--- src/reload_timer_regs.svh ---
`ifndef RELOAD_TIMER_REGS_SVH
`define RELOAD_TIMER_REGS_SVH

// ----------------------------------------------------------------
// register offsets (special-function bus; timer picked by page)
// ----------------------------------------------------------------
`define OFS_CONTROL      8'hC8
`define OFS_RELOAD_LOW   8'hCA
`define OFS_RELOAD_HIGH  8'hCB
`define OFS_COUNT_LOW    8'hCC
`define OFS_COUNT_HIGH   8'hCD
`define PAGE_TIMER_A     4'h3
`define PAGE_TIMER_B     4'h4

// ----------------------------------------------------------------
// control field positions
// ----------------------------------------------------------------
`define BIT_OVF          7
`define BIT_RSVD         6
`define BIT_CKS_HI       5
`define BIT_CKS_LO       4
`define BIT_IE           3
`define BIT_RUN          2
`define BIT_GATE_HI      1
`define BIT_GATE_LO      0

// ----------------------------------------------------------------
// reset values and timing
// ----------------------------------------------------------------
`define RST_BYTE         8'h00
`define PRESCALE_DIV     4'hC
`define PRESCALE_LAST    4'hB

`endif

--- src/reload_timer_pkg.sv ---
`default_nettype none
package reload_timer_pkg;

    typedef enum logic [1:0] {
        CKS_DIV12 = 2'b00,
        CKS_PIN   = 2'b01,
        CKS_SYS   = 2'b10,
        CKS_EXT   = 2'b11
    } clk_sel_e;

    typedef enum logic [1:0] {
        GATE_OFF  = 2'b00,
        GATE_IRQX = 2'b01,
        GATE_IRQ2 = 2'b10,
        GATE_KBD  = 2'b11
    } gate_sel_e;

    // per-timer event sources presented to one channel
    typedef struct packed {
        logic pin;
        logic ext_input;
        logic gate_irqx;
        logic gate_irq2;
        logic gate_kbd;
    } timer_src_s;

    typedef struct packed {
        logic       wr;
        logic [7:0] addr;
        logic [7:0] data;
    } sfr_wr_s;

endpackage

`default_nettype wire

--- src/reload_timer_channel.sv ---
`timescale 1ns/10ps
`default_nettype none
`include "reload_timer_regs.svh"

module reload_timer_channel
    import reload_timer_pkg::*;
(
    input  wire logic       clk_in,
    input  wire logic       rst_n_in,
    input  wire logic       sel_in,
    input  wire sfr_wr_s    bus_in,
    input  wire logic       tick12_in,
    input  wire timer_src_s src_in,
    output logic [7:0]      control_out,
    output logic [15:0]     count_out,
    output logic [15:0]     reload_out,
    output logic            irq_out
);

    // ----------------------------------------------------------------
    // registers
    // ----------------------------------------------------------------
    logic        ovf_r;
    logic [1:0]  cks_r;
    logic        ie_r;
    logic        run_r;
    logic [1:0]  gate_r;
    logic [15:0] count_r;
    logic [15:0] count_nxt;
    logic [15:0] reload_r;
    logic [1:0]  pin_sync_r;
    logic [1:0]  ext_sync_r;
    logic        pin_prev_r;
    logic        ext_prev_r;
    logic        tick;
    logic        gate_ok;
    logic        inc;
    logic        wrap;
    logic        wr_ctl;

    assign wr_ctl = sel_in && bus_in.wr && (bus_in.addr == `OFS_CONTROL);

    // ----------------------------------------------------------------
    // external input synchronisers; edge detect reads stage two only
    // ----------------------------------------------------------------
    always_ff @(posedge clk_in)
    begin
        if (!rst_n_in)
        begin
            pin_sync_r <= 2'h0;
            ext_sync_r <= 2'h0;
            pin_prev_r <= 1'b0;
            ext_prev_r <= 1'b0;
        end
        else
        begin
            pin_sync_r <= {pin_sync_r[0], src_in.pin};
            ext_sync_r <= {ext_sync_r[0], src_in.ext_input};
            pin_prev_r <= pin_sync_r[1];
            ext_prev_r <= ext_sync_r[1];
        end
    end

    // ----------------------------------------------------------------
    // count source and gating
    // ----------------------------------------------------------------
    always_comb
    begin
        case (clk_sel_e'(cks_r))
            CKS_DIV12: tick = tick12_in;
            CKS_PIN:   tick = pin_prev_r && !pin_sync_r[1];
            CKS_SYS:   tick = 1'b1;
            CKS_EXT:   tick = ext_prev_r && !ext_sync_r[1];
            default:   tick = 1'b0;
        endcase
    end

    always_comb
    begin
        case (gate_sel_e'(gate_r))
            GATE_OFF:  gate_ok = 1'b1;
            GATE_IRQX: gate_ok = src_in.gate_irqx;
            GATE_IRQ2: gate_ok = src_in.gate_irq2;
            GATE_KBD:  gate_ok = src_in.gate_kbd;
            default:   gate_ok = 1'b0;
        endcase
    end

    assign inc  = run_r && gate_ok && tick;
    assign wrap = inc && (count_r == 16'hFFFF);

    // ----------------------------------------------------------------
    // control register; overflow set beats software clear
    // ----------------------------------------------------------------
    always_ff @(posedge clk_in)
    begin
        if (!rst_n_in)
        begin
            ovf_r  <= 1'b0;
            cks_r  <= 2'h0;
            ie_r   <= 1'b0;
            run_r  <= 1'b0;
            gate_r <= 2'h0;
        end
        else
        begin
            if (wrap)
                ovf_r <= 1'b1;
            else if (wr_ctl && !bus_in.data[`BIT_OVF])
                ovf_r <= 1'b0;
            if (wr_ctl)
            begin
                cks_r  <= bus_in.data[`BIT_CKS_HI:`BIT_CKS_LO];
                ie_r   <= bus_in.data[`BIT_IE];
                run_r  <= bus_in.data[`BIT_RUN];
                gate_r <= bus_in.data[`BIT_GATE_HI:`BIT_GATE_LO];
            end
        end
    end

    // ----------------------------------------------------------------
    // count and reload; a byte write wins over counting for the written byte that cycle, the other byte still counts
    // ----------------------------------------------------------------
    always_comb
    begin
        count_nxt = count_r;
        if (wrap)
            count_nxt = reload_r;
        else if (inc)
            count_nxt = count_r + 16'h0001;
        if (sel_in && bus_in.wr && bus_in.addr == `OFS_COUNT_LOW)
            count_nxt[7:0] = bus_in.data;
        if (sel_in && bus_in.wr && bus_in.addr == `OFS_COUNT_HIGH)
            count_nxt[15:8] = bus_in.data;
    end

    always_ff @(posedge clk_in)
    begin
        if (!rst_n_in)
            count_r <= {`RST_BYTE, `RST_BYTE};
        else
            count_r <= count_nxt;
    end

    always_ff @(posedge clk_in)
    begin
        if (!rst_n_in)
            reload_r <= {`RST_BYTE, `RST_BYTE};
        else
        begin
            if (sel_in && bus_in.wr && bus_in.addr == `OFS_RELOAD_LOW)
                reload_r[7:0] <= bus_in.data;
            if (sel_in && bus_in.wr && bus_in.addr == `OFS_RELOAD_HIGH)
                reload_r[15:8] <= bus_in.data;
        end
    end

    assign control_out = {ovf_r, 1'b0, cks_r, ie_r, run_r, gate_r};
    assign count_out   = count_r;
    assign reload_out  = reload_r;
    assign irq_out     = ovf_r && ie_r;

endmodule

`default_nettype wire

--- src/dual_reload_timer_pair.sv ---
// Summary of operation
// - timer a overflow sets sticky flag
// - timer a source: div12, pin, clock, ext
// - timer a enable gates flag onto irq
// - timer a counts only while run set
// - timer a gate: off, irq0, irq2, keypad
// - timer b flag set, cleared by zero
// - timer b source: div12, pin, clock, ext
// - timer b enable gates flag onto irq
// - timer b counts only while run set
// - timer b gate: off, irq1, irq2, keypad
// - count bytes readable, writable, reset zero
// - reload bytes readable, writable, reset zero
// - overflow reloads count from reload bytes
// - timer a doubles as transfer count
// - timer b doubles as address pointer
`timescale 1ns/10ps
`default_nettype none
`include "reload_timer_regs.svh"

module dual_reload_timer_pair
    import reload_timer_pkg::*;
(
    input  wire logic        SYS_CLK_IN,
    input  wire logic        RST_N_IN,
    input  wire logic [3:0]  SFR_PAGE_IN,
    input  wire logic [7:0]  SFR_ADDR_IN,
    input  wire logic        SFR_WR_IN,
    input  wire logic [7:0]  SFR_WDATA_IN,
    output logic [7:0]       SFR_RDATA_OUT,
    output logic             SFR_HIT_OUT,
    input  wire logic        TIMER_A_PIN_IN,
    input  wire logic        TIMER_B_PIN_IN,
    input  wire logic        TIMER_C_EXTERNAL_INPUT_IN,
    input  wire logic        TIMER_D_EXTERNAL_INPUT_IN,
    input  wire logic        EXT_IRQ0_EVENT_IN,
    input  wire logic        EXT_IRQ1_EVENT_IN,
    input  wire logic        EXT_IRQ2_EVENT_IN,
    input  wire logic        KEYPAD_IRQ_EVENT_IN,
    output logic             SHARED_IRQ_OUT,
    output logic [15:0]      TRANSFER_COUNT_OUT,
    output logic [15:0]      TRANSFER_BASE_COUNT_OUT,
    output logic [15:0]      MEMORY_ADDRESS_OUT,
    output logic [15:0]      MEMORY_BASE_ADDRESS_OUT
);

    // ----------------------------------------------------------------
    // shared divide-by-twelve prescaler
    // ----------------------------------------------------------------
    logic [3:0]  presc_r;
    logic        tick12;
    sfr_wr_s     bus;
    timer_src_s  src_a;
    timer_src_s  src_b;
    logic        sel_a;
    logic        sel_b;
    logic [7:0]  ctl_a;
    logic [7:0]  ctl_b;
    logic [15:0] cnt_a;
    logic [15:0] cnt_b;
    logic [15:0] rld_a;
    logic [15:0] rld_b;
    logic        irq_a;
    logic        irq_b;
    logic [7:0]  rdata_r;
    logic        hit_r;
    logic [15:0] rd_cnt;
    logic [15:0] rd_rld;
    logic [7:0]  rd_ctl;

    always_ff @(posedge SYS_CLK_IN)
    begin
        if (!RST_N_IN)
            presc_r <= 4'h0;
        else if (presc_r == `PRESCALE_LAST)
            presc_r <= 4'h0;
        else
            presc_r <= presc_r + 4'h1;
    end

    assign tick12 = (presc_r == `PRESCALE_LAST);

    // ----------------------------------------------------------------
    // channel instances; page picks which timer a shared offset hits
    // ----------------------------------------------------------------
    assign bus   = '{wr: SFR_WR_IN, addr: SFR_ADDR_IN, data: SFR_WDATA_IN};
    assign sel_a = (SFR_PAGE_IN == `PAGE_TIMER_A);
    assign sel_b = (SFR_PAGE_IN == `PAGE_TIMER_B);

    assign src_a = '{pin: TIMER_A_PIN_IN, ext_input: TIMER_C_EXTERNAL_INPUT_IN,
                     gate_irqx: EXT_IRQ0_EVENT_IN, gate_irq2: EXT_IRQ2_EVENT_IN,
                     gate_kbd: KEYPAD_IRQ_EVENT_IN};
    assign src_b = '{pin: TIMER_B_PIN_IN, ext_input: TIMER_D_EXTERNAL_INPUT_IN,
                     gate_irqx: EXT_IRQ1_EVENT_IN, gate_irq2: EXT_IRQ2_EVENT_IN,
                     gate_kbd: KEYPAD_IRQ_EVENT_IN};

    reload_timer_channel u_timer_a (
        .clk_in      (SYS_CLK_IN),
        .rst_n_in    (RST_N_IN),
        .sel_in      (sel_a),
        .bus_in      (bus),
        .tick12_in   (tick12),
        .src_in      (src_a),
        .control_out (ctl_a),
        .count_out   (cnt_a),
        .reload_out  (rld_a),
        .irq_out     (irq_a)
    );

    reload_timer_channel u_timer_b (
        .clk_in      (SYS_CLK_IN),
        .rst_n_in    (RST_N_IN),
        .sel_in      (sel_b),
        .bus_in      (bus),
        .tick12_in   (tick12),
        .src_in      (src_b),
        .control_out (ctl_b),
        .count_out   (cnt_b),
        .reload_out  (rld_b),
        .irq_out     (irq_b)
    );

    // ----------------------------------------------------------------
    // read mux, registered so data outputs come from flip-flops
    // ----------------------------------------------------------------
    assign rd_cnt = sel_b ? cnt_b : cnt_a;
    assign rd_rld = sel_b ? rld_b : rld_a;
    assign rd_ctl = sel_b ? ctl_b : ctl_a;

    always_ff @(posedge SYS_CLK_IN)
    begin
        if (!RST_N_IN)
        begin
            rdata_r <= 8'h00;
            hit_r   <= 1'b0;
        end
        else
        begin
            hit_r   <= 1'b0;
            rdata_r <= 8'h00;
            if (sel_a || sel_b)
            begin
                hit_r <= 1'b1;
                case (SFR_ADDR_IN)
                    `OFS_CONTROL:     rdata_r <= rd_ctl;
                    `OFS_RELOAD_LOW:  rdata_r <= rd_rld[7:0];
                    `OFS_RELOAD_HIGH: rdata_r <= rd_rld[15:8];
                    `OFS_COUNT_LOW:   rdata_r <= rd_cnt[7:0];
                    `OFS_COUNT_HIGH:  rdata_r <= rd_cnt[15:8];
                    default:          hit_r <= 1'b0;
                endcase
            end
        end
    end

    assign SFR_RDATA_OUT = rdata_r;
    assign SFR_HIT_OUT   = hit_r;
    // both timers share the vector with the dma engine, so just or them
    assign SHARED_IRQ_OUT = irq_a || irq_b;

    // ----------------------------------------------------------------
    // dma views; dma must only use these after software stops the timers
    // ----------------------------------------------------------------
    assign TRANSFER_COUNT_OUT      = cnt_a;
    assign TRANSFER_BASE_COUNT_OUT = rld_a;
    assign MEMORY_ADDRESS_OUT      = cnt_b;
    assign MEMORY_BASE_ADDRESS_OUT = rld_b;

endmodule

`default_nettype wire

--- config.mk ---
export PLATFORM = sky130hd
export DESIGN_NAME = dual_reload_timer_pair
export DESIGN_NICKNAME = d
export VERILOG_FILES = /design/src/reload_timer_pkg.sv /design/src/reload_timer_channel.sv /design/src/dual_reload_timer_pair.sv
export VERILOG_INCLUDE_DIRS = /design/src
export SDC_FILE = /design/constraint.sdc
export NUM_CORES = 1
export LEC_CHECK = 0
export BUFFER_PORTS_ARGS = -buffer_cell sky130_fd_sc_hd__buf_2
export CAP_MARGIN = 20
export CORE_MARGIN = 2
export CORE_UTILIZATION = 60
export CTS_BUF_LIST = sky130_fd_sc_hd__clkbuf_4 sky130_fd_sc_hd__clkbuf_8
export DETAILED_ROUTE_END_ITERATION = 10
export PLACE_DENSITY = 0.94
export RECOVER_POWER = 100
export SLEW_MARGIN = 40
export SYNTH_ARGS = -nofsm -noshare
export SYNTH_HDL_FRONTEND = slang
export SYNTH_HIERARCHICAL = 1
export SYNTH_SLANG_ARGS = --single-unit
--- constraint.sdc ---
create_clock -name SYS_CLK_IN -period 6.2 [get_ports SYS_CLK_IN]
set_clock_uncertainty 0.2 [all_clocks]
set_input_delay 1.24 -clock SYS_CLK_IN [delete_from_list [all_inputs] [get_ports SYS_CLK_IN]]
set_output_delay 1.24 -clock SYS_CLK_IN [all_outputs]
set_load 0.05 [all_outputs]
==> results.cfg <==
[placement]
dpl.hpwl_um = 14000
port_buffers = 104
gp_congestion = 0.964
place_ws_ns = 2.50
placed_cells = 871

[drt]
drc = 0
wirelength_um = 19900
drtIter0Drc = 638
via_per_inst = 6.79
vias = 6019
post_drt_wl_per_cell_um = 22.4
ant_nets = 0
dr.pass1.iters = 5

[setup_path]
crit_arrival_ns = 4.08
path_max_fanout = 40
path_class = input port to flop
cp-start-kind = input port
endpoint_kind = flop
r2r_setup_slack_ns = 3.57
crit_required_ns = 6.26

[yosys]
synth-seq-cells = 103
synthAdderAreaFrac = 0.00620
async_flop_share = 0
synth_top_family_by_area = simple AND/OR/NAND/NOR gates
synth_flop_cell = dfxtp_1
synth_xor_area_frac = 0.0101
ys_warn_count = 6
synthMuxAreaShare = 0.152
synth_edf_count = 0
yosys.area.top_type = dfxtp_1
synthesis.area_mm2 = 0.00606
ys_types = 61
syn_area_per_cell_um2 = 8.97
ys_seq_area_frac = 0.340
synth_common_cells = dfxtp_1, nand2_1, mux2i_1, nor2_1, nand4b_1
syn-num-nets = 709
synth_cells = 675
synthTopCellsByArea = dfxtp_1, mux2i_1, nand4b_1, nand2_1, nor2_1
synth_simple_gate_area_frac = 0.278
synth_top_area_share = 0.340
synth_compound_area_frac = 0.159
synth_most_common_cell = dfxtp_1

[clock_network]
path_clk_slew_ns = 0.11
hold_buffers = 0
cts_inserted_buffers = 9
cts.htree.levels = 3
cts_tree = done
clock_latency_ns = 0.38
cts-root-buf = clkbuf_8
cts_resized = 0
clk_path_buf_depth = 2
clock_sinks = 103
cts_setup_buffers = 0

[layout]
layout.nets = 783
drive_gt1_frac = 0.0942
finalNonFillerCells = 887
area_growth_pct = 8.99
antenna_cells = 0
num-fill-cells = 834

[grt]
grt_pass1_wl_um = 30500
grt_pass1_vias = 5681
grt_overflow = 0
antenna_found_initial = 0
grt.total_usage = 0.358
grt_max_degree = 54

[status]
status = finished, violations left
violations = max-capacitance violations, max-slew violations

[hold_path]
hp-class = flop to flop

[timing]
finalSetupTns_ns = 0
finalHoldViolCount = 0
max_freq_mhz = 249
slew_headroom = -0.156
hold_ws_ns = 0.230
finalCritPeriodShare = 0.648
period_needed_ns = 4.02
final.setup.worst_slack_ns = 2.18
tightest_slew_ns = 1.73
finalSetupViolCount = 0
rsz0062_at_grt = false
report.final.slew_viol_count = 88

[floorplanning]
rows = 36
start_util = 0.620
ios = 105
dieArea_mm2 = 0.0109
core_mm2 = 0.00977
die_h_um = 104
die_w_um = 104

[job]
max_cap_viol_count = 2

[pwr]
ir_worst_vdd_uv = 200
p_leak_uw = 0.00246
cellPowerDensity_mw_per_mm2 = 176
[logic make-up after synthesis]
family | after synthesis
simple gates | 279
compound gates | 137
flops | 103
mux | 79
buf+inv | 65
xor+xnor | 7
fa+ha+maj | 3
other cells | 2
[sequential cells by signal (all words and copies together) (netlist names), 2 cells and up]
signal,cells
SFR_RDATA_OUT,8
presc_r,4
u_timer_a/cks_r,2
u_timer_a/count_out,16
u_timer_a/ext_sync_r,2
u_timer_a/gate_r,2
u_timer_a/pin_sync_r,2
u_timer_a/reload_out,16
u_timer_b/cks_r,2
u_timer_b/count_out,16
u_timer_b/ext_sync_r,2
u_timer_b/gate_r,2
u_timer_b/pin_sync_r,2
u_timer_b/reload_out,16
[routing by layer]
metal  part of all wire  vias up  wire length, um  GRT usage
met1               0.40     2840             7880      0.473
met4              0.046        0              908      0.178
met2               0.45      435             9040      0.558
met5                  0        -                0          0
li1                   -     2657                -          -
met3               0.10       87             2080     0.0677
[critical path, cell delays in order]
cell and delay, ns:
clkbuf_1 0.11, clkbuf_1 1.26, inv_1 0.95, a311oi_1 0.50
[cells in the final DEF (no fill, tap or decap), drive strengths merged, types with 3 or more instances in the layout]
cell type	n
nor3	4
dfxtp	103
o22ai	8
a211oi	8
mux4	8
o32ai	10
nor2b	12
a21oi	30
a31oi	10
o211ai	12
and2	14
nor2	70
a22o	4
nor3b	11
and3	5
clkbuf	87
nand3b	4
a311oi	4
o221ai	8
buf	33
nand2	72
and4	6
inv	20
nand4b	32
nand3	16
o21ai	26
nand4	12
nor4b	4
and4b	3
xnor2	7
mux2i	71
ha	3
[area by class of cell]
type | count | area, um^2 | share of cell area
Clock buffer | 10 | 138 | 0.0208
Clock inverter | 6 | 51.3 | 0.00777
Inverter | 18 | 67.6 | 0.0102
Multi-Input combinational cell | 507 | 3650 | 0.553
Sequential cell | 103 | 2060 | 0.312
Tap cell | 133 | 166 | 0.0252
Timing Repair Buffer | 110 | 469 | 0.0711
[metrics by stage]
step           power [uW]   util  cell area [um^2]
2_1_floorplan         729      -              6060
3_3_place_gp          759  0.670              6550
3_5_place_dp          762  0.670              6550
4_1_cts              1170  0.689              6740
5_1_grt              1200  0.675              6600
6_report             1160  0.675              6600
[worst paths after layout]
| check | startpoint | endpoint | cells past startpoint |
|---|---|---|---|
| max | RST_N_IN | u_timer_a/count_out[5] | 4 |
| min | u_timer_b/pin_sync_r[0] | u_timer_b/pin_sync_r[1] | 1 |
| max reg2reg | presc_r[0] | u_timer_b/count_out[9] | 10 |
| min reg2reg | u_timer_b/pin_sync_r[0] | u_timer_b/pin_sync_r[1] | 1 |
[power by group]
| group | switching, uW | internal (uW) |
|---|---|---|
| Clock | 252 | 163 |
| Combinational | 55.9 | 24.9 |
| Sequential | 2.13 | 666 |
| Total | 310 | 854 |
(Power assumes the default switching activity.)
